### src/dgc_pkg.sv
// constants for the dac general configuration block
package dgc_pkg;
	localparam int CLK_PERIOD_NS = 4;
	localparam logic [7:0] ADDR_GENERAL_CONFIG = 8'hd1;
	localparam logic [7:0] ADDR_TRIGGER = 8'hd3;
	localparam logic [15:0] GENERAL_CONFIG_RESET = 16'h01f0;
	// general_config field positions
	localparam int WSEL_LSB = 14;
	localparam int LOCK_BIT = 13;
	localparam int PMBUS_BIT = 12;
	localparam int INC_LSB = 9;
	localparam int SLEW_LSB = 5;
	localparam int PDN_LSB = 3;
	localparam int REF_BIT = 2;
	localparam int GAIN_LSB = 0;
	// trigger fields
	localparam int KEY_LSB = 12;
	localparam int RUN_BIT = 8;
	localparam logic [3:0] UNLOCK_KEY = 4'h5;
	typedef enum logic [1:0] {DGC_TRIANGLE, DGC_SAW_UP, DGC_SAW_DOWN, DGC_SQUARE} dgc_wave_t;
	localparam logic [1:0] PDN_ACTIVE = 2'h0;
	localparam logic [1:0] PDN_HIZ = 2'h2;
	localparam logic [3:0] SLEW_NONE = 4'hf;
	localparam logic [3:0] SLEW_12US = 4'hd;
	localparam logic [3:0] SLEW_4US = 4'he;
	// step times in nanoseconds
	localparam int T_BASE0_NS = 25600;
	localparam int T_BASE1_NS = 204800;
	localparam int T_BASE2_NS = 1638400;
	localparam int T_12US_NS = 12000;
	localparam int T_4US_NS = 4000;
	localparam int BASE0_CYC = T_BASE0_NS / CLK_PERIOD_NS;
	localparam int BASE1_CYC = T_BASE1_NS / CLK_PERIOD_NS;
	localparam int BASE2_CYC = T_BASE2_NS / CLK_PERIOD_NS;
	localparam int STEP_12US_CYC = T_12US_NS / CLK_PERIOD_NS;
	localparam int STEP_4US_CYC = T_4US_NS / CLK_PERIOD_NS;
	localparam int CNT_W = 21;
	localparam int CODE_W = 10;
endpackage : dgc_pkg

### src/dgc_general_config.sv
// general configuration register, slew control and waveform generator
// Functional notes
// configuration register resets to 01f0h
// select 00 gives triangle between limit codes at step slope
// select 01 gives rising sawtooth, immediate return to lower code
// select 10 gives falling sawtooth, immediate jump to upper code
// select 11 gives square wave, each half one step interval
// lock bit makes all registers refuse writes until unlocked
// writing key 0101 to trigger key field clears lock
// bit 12 enables pmbus command mode
// increment codes give 1,2,3,4,6,8,16,32 lsb per step
// interval codes scale 25.6us, 204.8us, 1.6384ms bases by 1..1.75
// codes 1101/1110 give 12us/4us; 1111 means no slewing (while run is set, 1111 still steps ramps by the increment and toggles the square every clock)
// powerdown 00 active, 01/11 10k pulldown, 10 high impedance
// powerdown field resets to high impedance
// reference select 0 supply, 1 internal 1.21v
// gain 1.5x..4x applies only with internal reference
// trigger run bit starts continuous waveform, clearing stops it
// unlock key at trigger bits 15:12, write only, reads zero
// slewing steps toward target per interval, clamped at target
// lock bit reads zero, other fields read back as written
`timescale 1ns/1ps
module dgc_general_config
	import dgc_pkg::*;
#(
	parameter int BASE0_CYCLES = BASE0_CYC,
	parameter int BASE1_CYCLES = BASE1_CYC,
	parameter int BASE2_CYCLES = BASE2_CYC
)
(
	input wire logic clk_i,
	input wire logic resetn_i,
	input wire logic wr_en_i,
	input wire logic rd_en_i,
	input wire logic [7:0] addr_i,
	input wire logic [15:0] wdata_i,
	input wire logic [CODE_W-1:0] target_code_i,
	input wire logic [CODE_W-1:0] margin_high_i,
	input wire logic [CODE_W-1:0] margin_low_i,
	output logic [15:0] rdata_o,
	output logic [CODE_W-1:0] code_o,
	output logic locked_o,
	output logic waveform_run_o,
	output logic pmbus_en_o,
	output logic out_active_o,
	output logic out_pulldown_o,
	output logic out_hiz_o,
	output logic ref_internal_o,
	output logic [1:0] output_gain_o
);
	logic [15:0] cfg;
	logic lock;
	logic run;
	logic dir_up;
	logic sq_high;
	logic [CODE_W-1:0] code;
	logic [CNT_W-1:0] cnt;

	// register access decode
	wire cfg_hit = addr_i == ADDR_GENERAL_CONFIG;
	wire trig_hit = addr_i == ADDR_TRIGGER;
	wire cfg_wr = wr_en_i && cfg_hit && !lock;
	wire trig_wr = wr_en_i && trig_hit && !lock;
	wire unlock = wr_en_i && trig_hit && (wdata_i[KEY_LSB+:4] == UNLOCK_KEY);
	wire [15:0] cfg_rd = {cfg[15:LOCK_BIT+1], 1'b0, cfg[LOCK_BIT-1:0]};
	// trigger reads zero, key included
	wire [15:0] next_rdata = cfg_hit ? cfg_rd : 16'h0000;

	// field views
	wire [1:0] wsel = cfg[WSEL_LSB+:2];
	wire [2:0] inc_sel = cfg[INC_LSB+:3];
	wire [3:0] slew = cfg[SLEW_LSB+:4];
	wire [1:0] pdn = cfg[PDN_LSB+:2];
	wire no_slew = slew == SLEW_NONE;

	// step size in lsb
	wire [5:0] inc = (inc_sel == 3'h0) ? 6'h01 :
		(inc_sel == 3'h1) ? 6'h02 :
		(inc_sel == 3'h2) ? 6'h03 :
		(inc_sel == 3'h3) ? 6'h04 :
		(inc_sel == 3'h4) ? 6'h06 :
		(inc_sel == 3'h5) ? 6'h08 :
		(inc_sel == 3'h6) ? 6'h10 : 6'h20;

	// step interval in cycles: base plus base quarters times the scale code
	wire [CNT_W-1:0] base = (slew[3:2] == 2'h0) ? CNT_W'(BASE0_CYCLES) :
		(slew[3:2] == 2'h1) ? CNT_W'(BASE1_CYCLES) : CNT_W'(BASE2_CYCLES);
	wire [CNT_W-1:0] quarter = base >> 2;
	wire [CNT_W-1:0] scaled = base + CNT_W'(quarter * slew[1:0]);
	wire [CNT_W-1:0] interval = (slew == SLEW_4US) ? CNT_W'(STEP_4US_CYC) :
		(slew[3:2] == 2'h3) ? CNT_W'(STEP_12US_CYC) : scaled;
	// no slew steps every cycle and leaves the counter empty for the first slewed step
	wire tick = (cnt == '0) || no_slew;
	wire [CNT_W-1:0] next_cnt = no_slew ? '0 : tick ? interval - CNT_W'(1) : cnt - CNT_W'(1);

	// goal code for the current ramp
	wire [CODE_W-1:0] goal = !run ? target_code_i :
		(wsel == 2'h1) ? margin_high_i :
		(wsel == 2'h2) ? margin_low_i :
		dir_up ? margin_high_i : margin_low_i;
	wire at_goal = code == goal;
	wire [CODE_W:0] up_sum = {1'b0, code} + {{(CODE_W-5){1'b0}}, inc};
	wire [CODE_W:0] dn_dif = {1'b0, code} - {{(CODE_W-5){1'b0}}, inc};
	wire [CODE_W-1:0] up_step = (up_sum >= {1'b0, goal}) ? goal : up_sum[CODE_W-1:0];
	wire [CODE_W-1:0] dn_step = (dn_dif[CODE_W] || dn_dif[CODE_W-1:0] <= goal) ? goal :
		dn_dif[CODE_W-1:0];
	wire [CODE_W-1:0] step = (code < goal) ? up_step : dn_step;
	wire [CODE_W-1:0] ramp_next = (!run || !at_goal) ? step :
		(wsel == 2'h1) ? margin_low_i :
		(wsel == 2'h2) ? margin_high_i : code;
	wire [CODE_W-1:0] move = (no_slew && !run) ? goal : ramp_next;
	wire [CODE_W-1:0] sq_code = sq_high ? margin_low_i : margin_high_i;
	wire is_square = run && (wsel == 2'h3);
	wire [CODE_W-1:0] next_code = !tick ? code : is_square ? sq_code : move;
	wire next_dir = (tick && run && wsel == 2'h0 && at_goal) ? !dir_up : dir_up;
	wire next_sq = (tick && is_square) ? !sq_high : sq_high;

	// decoded output values
	wire next_pmbus = cfg[PMBUS_BIT];
	wire next_active = pdn == PDN_ACTIVE;
	wire next_pulldown = pdn[0];
	wire next_hiz = pdn == PDN_HIZ;
	wire next_ref = cfg[REF_BIT];
	wire [1:0] next_gain = next_ref ? cfg[GAIN_LSB+:2] : 2'h0;

	always_ff @(posedge clk_i or negedge resetn_i)
	begin
		if (!resetn_i)
		begin
			cfg <= GENERAL_CONFIG_RESET;
		end
		else
		begin
			if (cfg_wr)
				cfg <= wdata_i;
		end
	end

	// unlock wins over a same-cycle lock write
	always_ff @(posedge clk_i or negedge resetn_i)
	begin
		if (!resetn_i)
		begin
			lock <= 1'b0;
		end
		else
		begin
			if (unlock)
				lock <= 1'b0;
			else if (cfg_wr)
				lock <= wdata_i[LOCK_BIT];
		end
	end

	always_ff @(posedge clk_i or negedge resetn_i)
	begin
		if (!resetn_i)
		begin
			run <= 1'b0;
		end
		else
		begin
			if (trig_wr)
				run <= wdata_i[RUN_BIT];
		end
	end

	always_ff @(posedge clk_i or negedge resetn_i)
	begin
		if (!resetn_i)
		begin
			code <= '0;
		end
		else
		begin
			code <= next_code;
		end
	end

	always_ff @(posedge clk_i or negedge resetn_i)
	begin
		if (!resetn_i)
		begin
			cnt <= '0;
		end
		else
		begin
			cnt <= next_cnt;
		end
	end

	always_ff @(posedge clk_i or negedge resetn_i)
	begin
		if (!resetn_i)
		begin
			dir_up <= 1'b1;
		end
		else
		begin
			dir_up <= next_dir;
		end
	end

	always_ff @(posedge clk_i or negedge resetn_i)
	begin
		if (!resetn_i)
		begin
			sq_high <= 1'b0;
		end
		else
		begin
			sq_high <= next_sq;
		end
	end

	// read data holds until the next read
	always_ff @(posedge clk_i or negedge resetn_i)
	begin
		if (!resetn_i)
		begin
			rdata_o <= 16'h0000;
		end
		else
		begin
			if (rd_en_i)
				rdata_o <= next_rdata;
		end
	end

	always_ff @(posedge clk_i or negedge resetn_i)
	begin
		if (!resetn_i)
		begin
			code_o <= '0;
		end
		else
		begin
			code_o <= code;
		end
	end

	always_ff @(posedge clk_i or negedge resetn_i)
	begin
		if (!resetn_i)
		begin
			locked_o <= 1'b0;
		end
		else
		begin
			locked_o <= lock;
		end
	end

	always_ff @(posedge clk_i or negedge resetn_i)
	begin
		if (!resetn_i)
		begin
			waveform_run_o <= 1'b0;
		end
		else
		begin
			waveform_run_o <= run;
		end
	end

	always_ff @(posedge clk_i or negedge resetn_i)
	begin
		if (!resetn_i)
		begin
			pmbus_en_o <= 1'b0;
		end
		else
		begin
			pmbus_en_o <= next_pmbus;
		end
	end

	always_ff @(posedge clk_i or negedge resetn_i)
	begin
		if (!resetn_i)
		begin
			out_active_o <= 1'b0;
		end
		else
		begin
			out_active_o <= next_active;
		end
	end

	always_ff @(posedge clk_i or negedge resetn_i)
	begin
		if (!resetn_i)
		begin
			out_pulldown_o <= 1'b0;
		end
		else
		begin
			out_pulldown_o <= next_pulldown;
		end
	end

	always_ff @(posedge clk_i or negedge resetn_i)
	begin
		if (!resetn_i)
		begin
			out_hiz_o <= 1'b1;
		end
		else
		begin
			out_hiz_o <= next_hiz;
		end
	end

	always_ff @(posedge clk_i or negedge resetn_i)
	begin
		if (!resetn_i)
		begin
			ref_internal_o <= 1'b0;
		end
		else
		begin
			ref_internal_o <= next_ref;
		end
	end

	always_ff @(posedge clk_i or negedge resetn_i)
	begin
		if (!resetn_i)
		begin
			output_gain_o <= 2'h0;
		end
		else
		begin
			output_gain_o <= next_gain;
		end
	end
endmodule : dgc_general_config

### config.mk
export PLATFORM = sky130hd
export DESIGN_NAME = dgc_general_config
export DESIGN_NICKNAME = d
export VERILOG_FILES = /design/src/dgc_pkg.sv /design/src/dgc_general_config.sv
export SDC_FILE = /design/constraint.sdc
export NUM_CORES = 1
export LEC_CHECK = 0
export BUFFER_PORTS_ARGS = -buffer_cell sky130_fd_sc_hd__buf_2
export CAP_MARGIN = 30
export CELL_PAD_IN_SITES_DETAIL_PLACEMENT = 1
export CELL_PAD_IN_SITES_GLOBAL_PLACEMENT = 1
export CORE_ASPECT_RATIO = 0.5
export CORE_UTILIZATION = 40
export DETAILED_ROUTE_END_ITERATION = 7
export MAX_ROUTING_LAYER = met4
export PLACE_DENSITY_LB_ADDON = 0.1
export SYNTH_ARGS = -nofsm -noshare
export SYNTH_HDL_FRONTEND = slang
export SYNTH_SLANG_ARGS = --single-unit
### constraint.sdc
create_clock -name clk_i -period 4.2 [get_ports clk_i]
set_input_delay 0.21 -clock clk_i [delete_from_list [all_inputs] [get_ports clk_i]]
set_output_delay 0.21 -clock clk_i [all_outputs]
set_load 0.03 [all_outputs]
==> flow_summary.ini, run 1 <==
[global_routing]
grt_pass1_wl_mm = 32.35
first_global_vias = 6089
grt_max_degree = 56
grt-ovfl-total = 0
antenna_found_initial = 0
track_usage_pct = 26.56

[floorplan]
die_area_um2 = 16150
die_w_um = 178.7
start_util_pct = 42.04
core_um2 = 14860
rows = 31
pin_count = 93
die_y_um = 90.36

[power_and_ir_drop]
power_density_nw_per_um2 = 286.4
ir_drop_mv = 0.1654
pwr-share-comb_pct = 21.6
p_int_uw = 1489
power.total_uw = 2196
pwr-share-seq_pct = 41.2
switching_power_uw = 707.0
clkPwrFrac_pct = 37.2
leakagePower_uw = 0.003627
swShare_pct = 32.20

[setup_path]
r2r_cells = 13
endpoint_kind = flip-flop
arrival_ns = 4.37
worstSetupPathType = reg2reg
cp_max_fo = 6
crit_required_ns = 4.47
cp-start-kind = flip-flop

[final_layout]
final_common_cell = buf_2
final_cells = 1030
drive_gt1_share_pct = 28.49
final_cell_mix = buf_2, nand2_1, dfrtp_1, buf_4
area_delta_synth_final_pct = 22.76
antenna_cells = 0
final_nets = 943

[yosys]
synthFlopType = dfrtp_1
synth.area.top_cells = dfrtp_1, ha_1, nand2_1, mux2_2, nor2_1
synth_xor_area_share_pct = 5.048
synth_largest_area_cell = dfrtp_1
synth-seq-cells = 84
synth.area.mux_share_pct = 6.370
synth_area_um2 = 6246
yosysUniqueCellTypes = 74
synth_compound_area_share_pct = 18.15
seq_area_frac_synth_pct = 33.79
synth.top_cell.area_share_pct = 30.85
async_reset_ff_share_pct = 100.0
yosys.area_share.simple_pct = 19.61
synth_top_family_by_area = simple AND/OR/NAND/NOR gates
synthCells = 709
synth_warnings = 0
synth_edf_count = 0
synth_adder_area_share_pct = 12.02
syn_avg_cell_area_um2 = 8.810

[route]
drt_iter0_markers = 281
vias_per_cell = 5.700
first_pass_iters = 5
routed_wl_mm = 19.92
wl_per_cell_um = 19.34
vias = 5871
ant_nets = 0
remaining_drc_errors = 0

[timing]
fmax_ghz = 0.2436
worst_slew_pin_slew_ns = 0.7975
hold_violations = 0
skew_ns = 0.01302
setup_viol = 0
fin_crit_sh_pct = 97.73
worst_slew_margin_rel_pct = 46.72
maxSlewViolCount = 0
min_period_ns = 4.105
rsz0062_at_grt = false

[placement]
routabilityCongestion = 0.8790
hpwl_mm = 15.14
dp.cells = 1010
io_buffers = 91

[worst_hold_path]
hold_depth = 2
holdCritPathClass = in2reg

[status]
outcome = finished, final reports clean

[clock_tree]
cts_tree = yes
root_buffer = clkbuf_16
htreeDepth = 3
cts_buffers = 9
cts_buffer_depth = 2
path_clk_slew_ns = 0.07
worstSkewPairLatency_ns = 0.36
clock-sinks = 84

[flow_run]
maxCapViolCount = 0
==> cells by family after synthesis <==
kind of cell	after synthesis
adder cells (fa/ha/maj)	59
AND/OR/NAND/NOR	246
AO/OA/AOI/OAI	170
XOR/XNOR	36
other	1
multiplexers	37
buffers and inverters	76
flip-flops	84
==> sequential cells by signal, indices dropped and copies added (netlist names), 2 cells and up <==
signal         cells
output_gain_o      2
cnt               21
cfg               15
rdata_o           15
code_o            10
code              10
==> cells in the mapped netlist (4+ instances only) <==
cell,instances
a211oi_1,7
a21o_1,7
a21oi_1,30
a221oi_1,4
a22oi_1,6
a311o_1,4
a31oi_1,9
and2_1,10
and3_1,11
clkbuf_1,31
dfrtp_1,77
dfstp_2,7
ha_1,56
inv_1,37
mux2_2,22
mux2i_1,15
nand2_1,87
nand2b_1,8
nand3_1,8
nor2_1,52
nor2b_1,10
nor3_1,15
nor4_1,10
o2111ai_1,4
o211ai_1,4
o21ai_0,35
o22ai_1,23
o31ai_1,4
or3_1,4
xnor2_1,20
xor2_1,16
==> critical path: stages (launching register included) <==
cell and delay, ns:
dfstp_2 0.55, inv_2 0.07, ha_4 0.18, and2_2 0.19, ha_1 0.31, ha_4 0.27
and3_1 0.17, a311o_1 0.33, xnor2_1 0.19, o21ai_2 0.09, or4_4 0.50, or4_4 0.56
or4_1 0.42, a21oi_1 0.19
==> cell type report <==
class                           instances  area [µm²]
Fill cell                            1783        7188
Tap cell                              198       247.7
Timing Repair Buffer                  144       858.3
Clock buffer                           10       239.0
Multi-Input combinational cell        551        4015
Inverter                               37       138.9
Clock inverter                          6       53.80
Sequential cell                        84        2115
==> final timing paths <==
kind                           start         end  slack [ns]
setup / recovery              cfg[8]     cnt[20]         0.1
hold / removal             addr_i[1]        lock        0.07
setup reg to reg              cfg[8]     cnt[20]         0.1
hold reg to reg              cfg[12]  pmbus_en_o        0.41
max in group asynchronous   resetn_i      dir_up        2.80
min in group asynchronous   resetn_i   code_o[5]        0.46
==> what timing repair did <==
item / 4_1_cts / 5_1_grt
hold buffers: 1 / 0
pin swaps: 0 / 15
setup buffers: 0 / 3
setup endpoints to repair: 9 / 11
gates cloned: 0 / 0
resized for setup: 8 / 34
hold endpoints to repair: 48 / 0
==> stage by stage <==
step | area, µm² | setup slack (ns) | util, % | hold slack [ns] | TNS [ns]
finish | 7667 | 0.09529 | 51.61 | 0.06909 | 0
CTS | 7508 | 0.01783 | 50.54 | 0.06066 | 0
global route | 7667 | 0.009748 | 51.61 | 0.07536 | 0
global placement | 7162 | -0.04400 | 48.21 | 0.3265 | -0.04400
floorplan | 6254 | 0.08835 | - | -0.08559 | 0
detailed placement | 7162 | -0.2179 | 48.21 | 0.3315 | -0.5797
==> metal layers <==
layer / share of wire [%] / vias up / wire length (µm) / global-route usage [%]
met5: 0 / - / 0 / -
met4: 1.2 / 0 / 246 / 5.720
met3: 3.6 / 24 / 727 / 4.209
met2: 48 / 112 / 9614 / 43.73
met1: 47 / 2939 / 9333 / 34.33
li1: - / 2796 / - / -
==> power groups by stage <==
stage	registers [µW]	logic (µW)	clock network (µW)
finish	904	474	818
global route	909	525	862
detailed placement	916	444	0
CTS	902	455	836
global placement	916	425	0
floorplan	912	267	0
(Power assumes the default switching activity.)
==> inputs of run 2 (changes only) <==
PLACE_DENSITY_LB_ADDON = 0.15   (was 0.1)
SLEW_MARGIN = 20   (was unset)
==> flow_summary.ini, run 2 (synthesized netlist as in run 1, its figures left out) <==
[setup_path]
crit_required_ns = 4.47
ff2ff_setup_slack_ns = 0.12
arrival_ns = 4.36
endpoint_kind = flip-flop
cp_max_fo = 6
cp-start-kind = flip-flop
r2r_cells = 13
slowest_delay_ns = 0.56
critPathSlowestCell = or4_4
r2r-end = cnt[20]
worstSetupPathType = reg2reg
crit_chain = inv_2, ha_4, and2_2, ha_1, ha_4, and3_1, a311o_1, xnor2_2, o21ai_2, or4_4, or4_4, or4_1, a21oi_2
r2r-start = cfg[8]

[clock_tree]
cts_buffer_depth = 2
clock-sinks = 84
root_buffer = clkbuf_16
cts_buffers = 9
htreeDepth = 3
cts_tree = yes
path_clk_slew_ns = 0.07
worstSkewPairLatency_ns = 0.35

[floorplan]
core_um2 = 14860
die_area_um2 = 16150
die_w_um = 178.7
start_util_pct = 42.04
rows = 31
pin_count = 93
die_y_um = 90.36

[route]
wl_per_cell_um = 19.80
vias_per_cell = 5.766
vias = 5985
remaining_drc_errors = 0
routed_wl_mm = 20.55
ant_nets = 0
drt_iter0_markers = 328
first_pass_iters = 5

[global_routing]
grt_max_degree = 57
first_global_vias = 6308
grt_pass1_wl_mm = 33.18
antenna_found_initial = 0
track_usage_pct = 27.03
grt-ovfl-total = 0

[timing]
min_period_ns = 4.082
fin_crit_sh_pct = 97.19
hold_violations = 0
worst_slew_pin_slew_ns = 0.9343
setup_viol = 0
maxSlewViolCount = 0
fmax_ghz = 0.2450
skew_ns = 0.009113
worst_slew_margin_rel_pct = 36.84

[final_layout]
area_delta_synth_final_pct = 24.70
drive_gt1_share_pct = 30.12
antenna_cells = 0
reg_top3 = cnt x21, cfg x15, rdata_o x15
final_cell_mix = buf_2, nand2_1, dfrtp_1, buf_4, ha_1
largest_reg_flops = 21
nFillCells = 1757
regMostFlops = cnt
final_area_um2 = 7789
final_nets = 951
final_common_cell = buf_2
regArea_um2 = 2115
multi_input_area_um2 = 4081

[worst_hold_path]
min-delay-start = addr_i[1]
holdCritPathClass = in2reg
hold_depth = 2
holdPathEnd = lock

[power_and_ir_drop]
power_density_nw_per_um2 = 282.4
power.total_uw = 2199
ir_drop_mv = 0.1893
leakagePower_uw = 0.003691

[placement]
io_buffers = 91
place_area_um2 = 7169
hpwl_mm = 15.12
routabilityCongestion = 0.8839

[status]
outcome = finished, final reports clean

[flow_run]
maxCapViolCount = 0
run 2: where the power goes:
part / leakage, µW / switching (µW) / internal, µW
Sequential: 0.00101 / 48.9 / 853
Clock: 0.000144 / 361 / 439
Combinational: 0.00254 / 281 / 217
run 2: routing by layer:
metal | track usage, % | vias up | part of all wire (%) | routed length (µm)
met3 | 5.135 | 26 | 3.4 | 696
li1 | - | 2810 | - | -
met2 | 43.99 | 119 | 50 | 10260
met5 | - | - | 0 | 0
met4 | 6.709 | 0 | 1.2 | 256
met1 | 34.50 | 3030 | 45 | 9338
run 2: critical path, delay by kind of cell, from the launching register on:
kind	cells	cell delay (ns)
AND/OR/NAND/NOR	5	1.85
buffers and inverters	1	0.07
flip-flops	1	0.55
XOR/XNOR	1	0.16
AO/OA/AOI/OAI	3	0.60
adder cells (fa/ha/maj)	3	0.77
run 2: metrics by stage:
stage / hold slack, ns / util, % / worst slack, ns / setup TNS [ns] / cells
after floorplan: -0.08559 / - / 0.08835 / 0 / 711
after global placement: 0.3262 / 48.26 / 0.04607 / 0 / 1011
after detailed placement: 0.3475 / 48.26 / -0.1579 / -0.6050 / 1011
after CTS: 0.07024 / 50.55 / -0.001311 / -0.001311 / 1028
after global routing: 0.09040 / 52.43 / -0.07637 / -0.4574 / 1038
final: 0.07678 / 52.43 / 0.1181 / 0 / 1038
run 2: layout make-up:
type,instances,area share [%]
Clock inverter,4,0.4016
Multi-Input combinational cell,551,52.40
Inverter,37,1.783
Sequential cell,84,27.15
Tap cell,198,3.181
Timing Repair Buffer,152,11.79
Clock buffer,12,3.293
run 2: worst max-delay path by stage:
stage,startpoint,endpoint,slack [ns],depth (start not counted)
6_report,cfg[8],cnt[20],0.12,13
4_1_cts,cfg[9],code[8],-0.001,18
3_5_place_dp,cfg[11],code[8],-0.16,16
3_3_place_gp,cfg[11],code[9],0.05,19
5_1_grt,cfg[10],code[4],-0.08,20
2_1_floorplan,cfg[9],code[9],0.09,19
run 2: timing repair:
| item | in CTS | in global routing |
|---|---|---|
| gates resized for setup | 10 | 46 |
| buffers inserted | 0 | 10 |
| hold endpoints to repair | 49 | 0 |
| endpoints found under the setup margin | 10 | 11 |
| hold buffers | 1 | 0 |
| pin swaps | 0 | 18 |
| gates cloned | 0 | 0 |
==> inputs of run 3 (changes only) <==
clock period = 3.5 ns   (was 4.2 ns; I/O delays follow)
==> flow_summary.ini, run 3 (synthesized netlist as in run 1, its figures left out) <==
[status]
outcome = finished with violations
violations = setup timing

[floorplan]
die_y_um = 90.36
die_w_um = 178.7
core_um2 = 14860
die_area_um2 = 16150
rows = 31
start_util_pct = 42.04
pin_count = 93

[timing]
fmax_ghz = 0.2458
setup_viol = 12
rsz0062_at_grt = true
hold_violations = 0
maxSlewViolCount = 0
fin_ws_ns = -0.5685
skew_ns = 0.01251
worst_slew_margin_rel_pct = 24.46
min_period_ns = 4.068
fin_crit_sh_pct = 116.2
worst_slew_pin_slew_ns = 1.117

[setup_path]
endpoint_kind = flip-flop
critPathLaunch = cfg[9]
slowest_delay_ns = 0.49
crit_end = code[3]
r2r-end = code[3]
crit_chain = xnor2_2, nor2_1, nor2_2, buf_4, ha_4, nand2b_4, buf_4, a21oi_4, o211ai_1, and3_1, xor2_2, ha_1, o21ai_0, o21ai_1, a221oi_4, buf_4, nor3_4, nand2_2, o22a_1, a21oi_2, o21ai_1
crit_path_frequent_cell = buf_4
cp_max_fo = 8
cp-start-kind = flip-flop
crit_required_ns = 3.73
ff2ff_setup_slack_ns = -0.57
worst-path-buf-inv = 3
worstSetupPathType = reg2reg
critPathSlowestCell = dfrtp_2
cp.depth = 21
crit_family = compound AO/OA/AOI/OAI gates
r2r_cells = 21
arrival_ns = 4.30
r2r-start = cfg[9]

[power_and_ir_drop]
ir_drop_mv = 0.2228
power_density_nw_per_um2 = 319.1
leakagePower_uw = 0.004227

[clock_tree]
clock-sinks = 84
cts_buffers = 9
htreeDepth = 3
root_buffer = clkbuf_16
cts_buffer_depth = 2
worstSkewPairLatency_ns = 0.35
cts_tree = yes
path_clk_slew_ns = 0.08

[final_layout]
final_util_pct = 60.29
largest_reg_flops = 21
drive_gt1_share_pct = 42.34
antenna_cells = 0
area_delta_synth_final_pct = 43.39
final_cell_mix = buf_4, buf_2, nand2_1, dfrtp_1, nor2_1
reg_top3 = cnt x21, cfg x15, rdata_o x15
nFillCells = 1736
regMostFlops = cnt
final_common_cell = buf_4
final_area_um2 = 8956
final_cells = 1138
final_nets = 1051

[route]
wl_per_cell_um = 21.29
remaining_drc_errors = 0
first_pass_iters = 5
ant_nets = 0
vias = 6509
vias_per_cell = 5.720
routed_wl_mm = 24.22
drt_iter0_markers = 415

[global_routing]
grt_pass1_wl_mm = 36.69
track_usage_pct = 30.07
grt-ovfl-total = 0
antenna_found_initial = 0
grt_max_degree = 63
first_global_vias = 6991

[placement]
dp.cells = 1090
routabilityCongestion = 0.9669
place_area_um2 = 7945
io_buffers = 91
pre_cts_ws_ns = -0.5988
hpwl_mm = 16.80

[worst_hold_path]
holdCritPathClass = in2reg
hold_depth = 2

[flow_run]
maxCapViolCount = 0
-- run 3: cell types whose count changed in the layout (fill, tap and decap cells not counted), moves of 7 or more --
cell / change
buf_4: +93
ha_1: -9
ha_4: +9
o21ai_0: -9
o21ai_1: +8
buf_6: +7
-- run 3: how the worst min path moves through the flow --
stage               start      to  slack [ns]
6_report       wdata_i[2]  cfg[2]        0.05
2_1_floorplan    resetn_i  cfg[0]       -0.12
5_1_grt        wdata_i[1]  cfg[1]        0.05
3_3_place_gp     resetn_i  cfg[1]        0.31
3_5_place_dp     resetn_i  cfg[1]        0.32
4_1_cts        wdata_i[2]  cfg[2]        0.04
-- run 3: where the power goes --
part,internal (µW),switching (µW),leakage [µW],total (µW)
logic,371,418,0.00307,789
clock network,507,481,0.000148,989
registers,1020,56.9,0.00101,1080
total,1900,956,0.00423,2860
-- run 3: area by class of cell --
| cell class | count | area [µm²] | share of cell area [%] |
|---|---|---|---|
| clock inverters | 7 | 76.32 | 0.8522 |
| well taps | 198 | 247.7 | 2.766 |
| flip-flops and latches | 84 | 2113 | 23.60 |
| repair buffers | 252 | 1695 | 18.93 |
| inverters | 37 | 147.6 | 1.649 |
| multi-input cells | 551 | 4451 | 49.69 |
| clock buffers | 9 | 225.2 | 2.515 |
-- run 3: repair_timing --
item,4_1_cts,5_1_grt
setup endpoints to repair,13,14
pin swaps,34,23
hold buffers,1,0
buffers inserted,22,9
hold endpoints to repair,57,0
resized for setup,46,48
-- run 3: stage by stage --
stage / power, µW / setup TNS (ns) / hold WS (ns)
floorplan: 1449 / -1.189 / -0.1206
global placement: 1711 / -3.775 / 0.3078
detailed placement: 1742 / -6.027 / 0.3154
CTS: 2786 / -3.655 / 0.04463
global route: 2973 / -7.530 / 0.05218
finish: 2858 / -5.661 / 0.04986
-- run 3: worst reg2reg max path, delay by kind of cell, from the launching register on --
family          cells  cell delay, ns
buf+inv             3            0.47
fa+ha+maj           2            0.57
simple gates        6            0.79
xor+xnor            2            0.32
compound gates      8            1.32
flops               1            0.49
-- run 3: layer usage --
metal  routed length, µm  share of wire, %  up-vias  global-route usage [%]
li1                    -                 -     3003                       -
met1               10560                44     3311                   36.53
met2               12450                51      147                   52.13
met3                 669               2.8       48                   4.503
met4                 552               2.3        0                   7.486
met5                   0                 0        -                       -
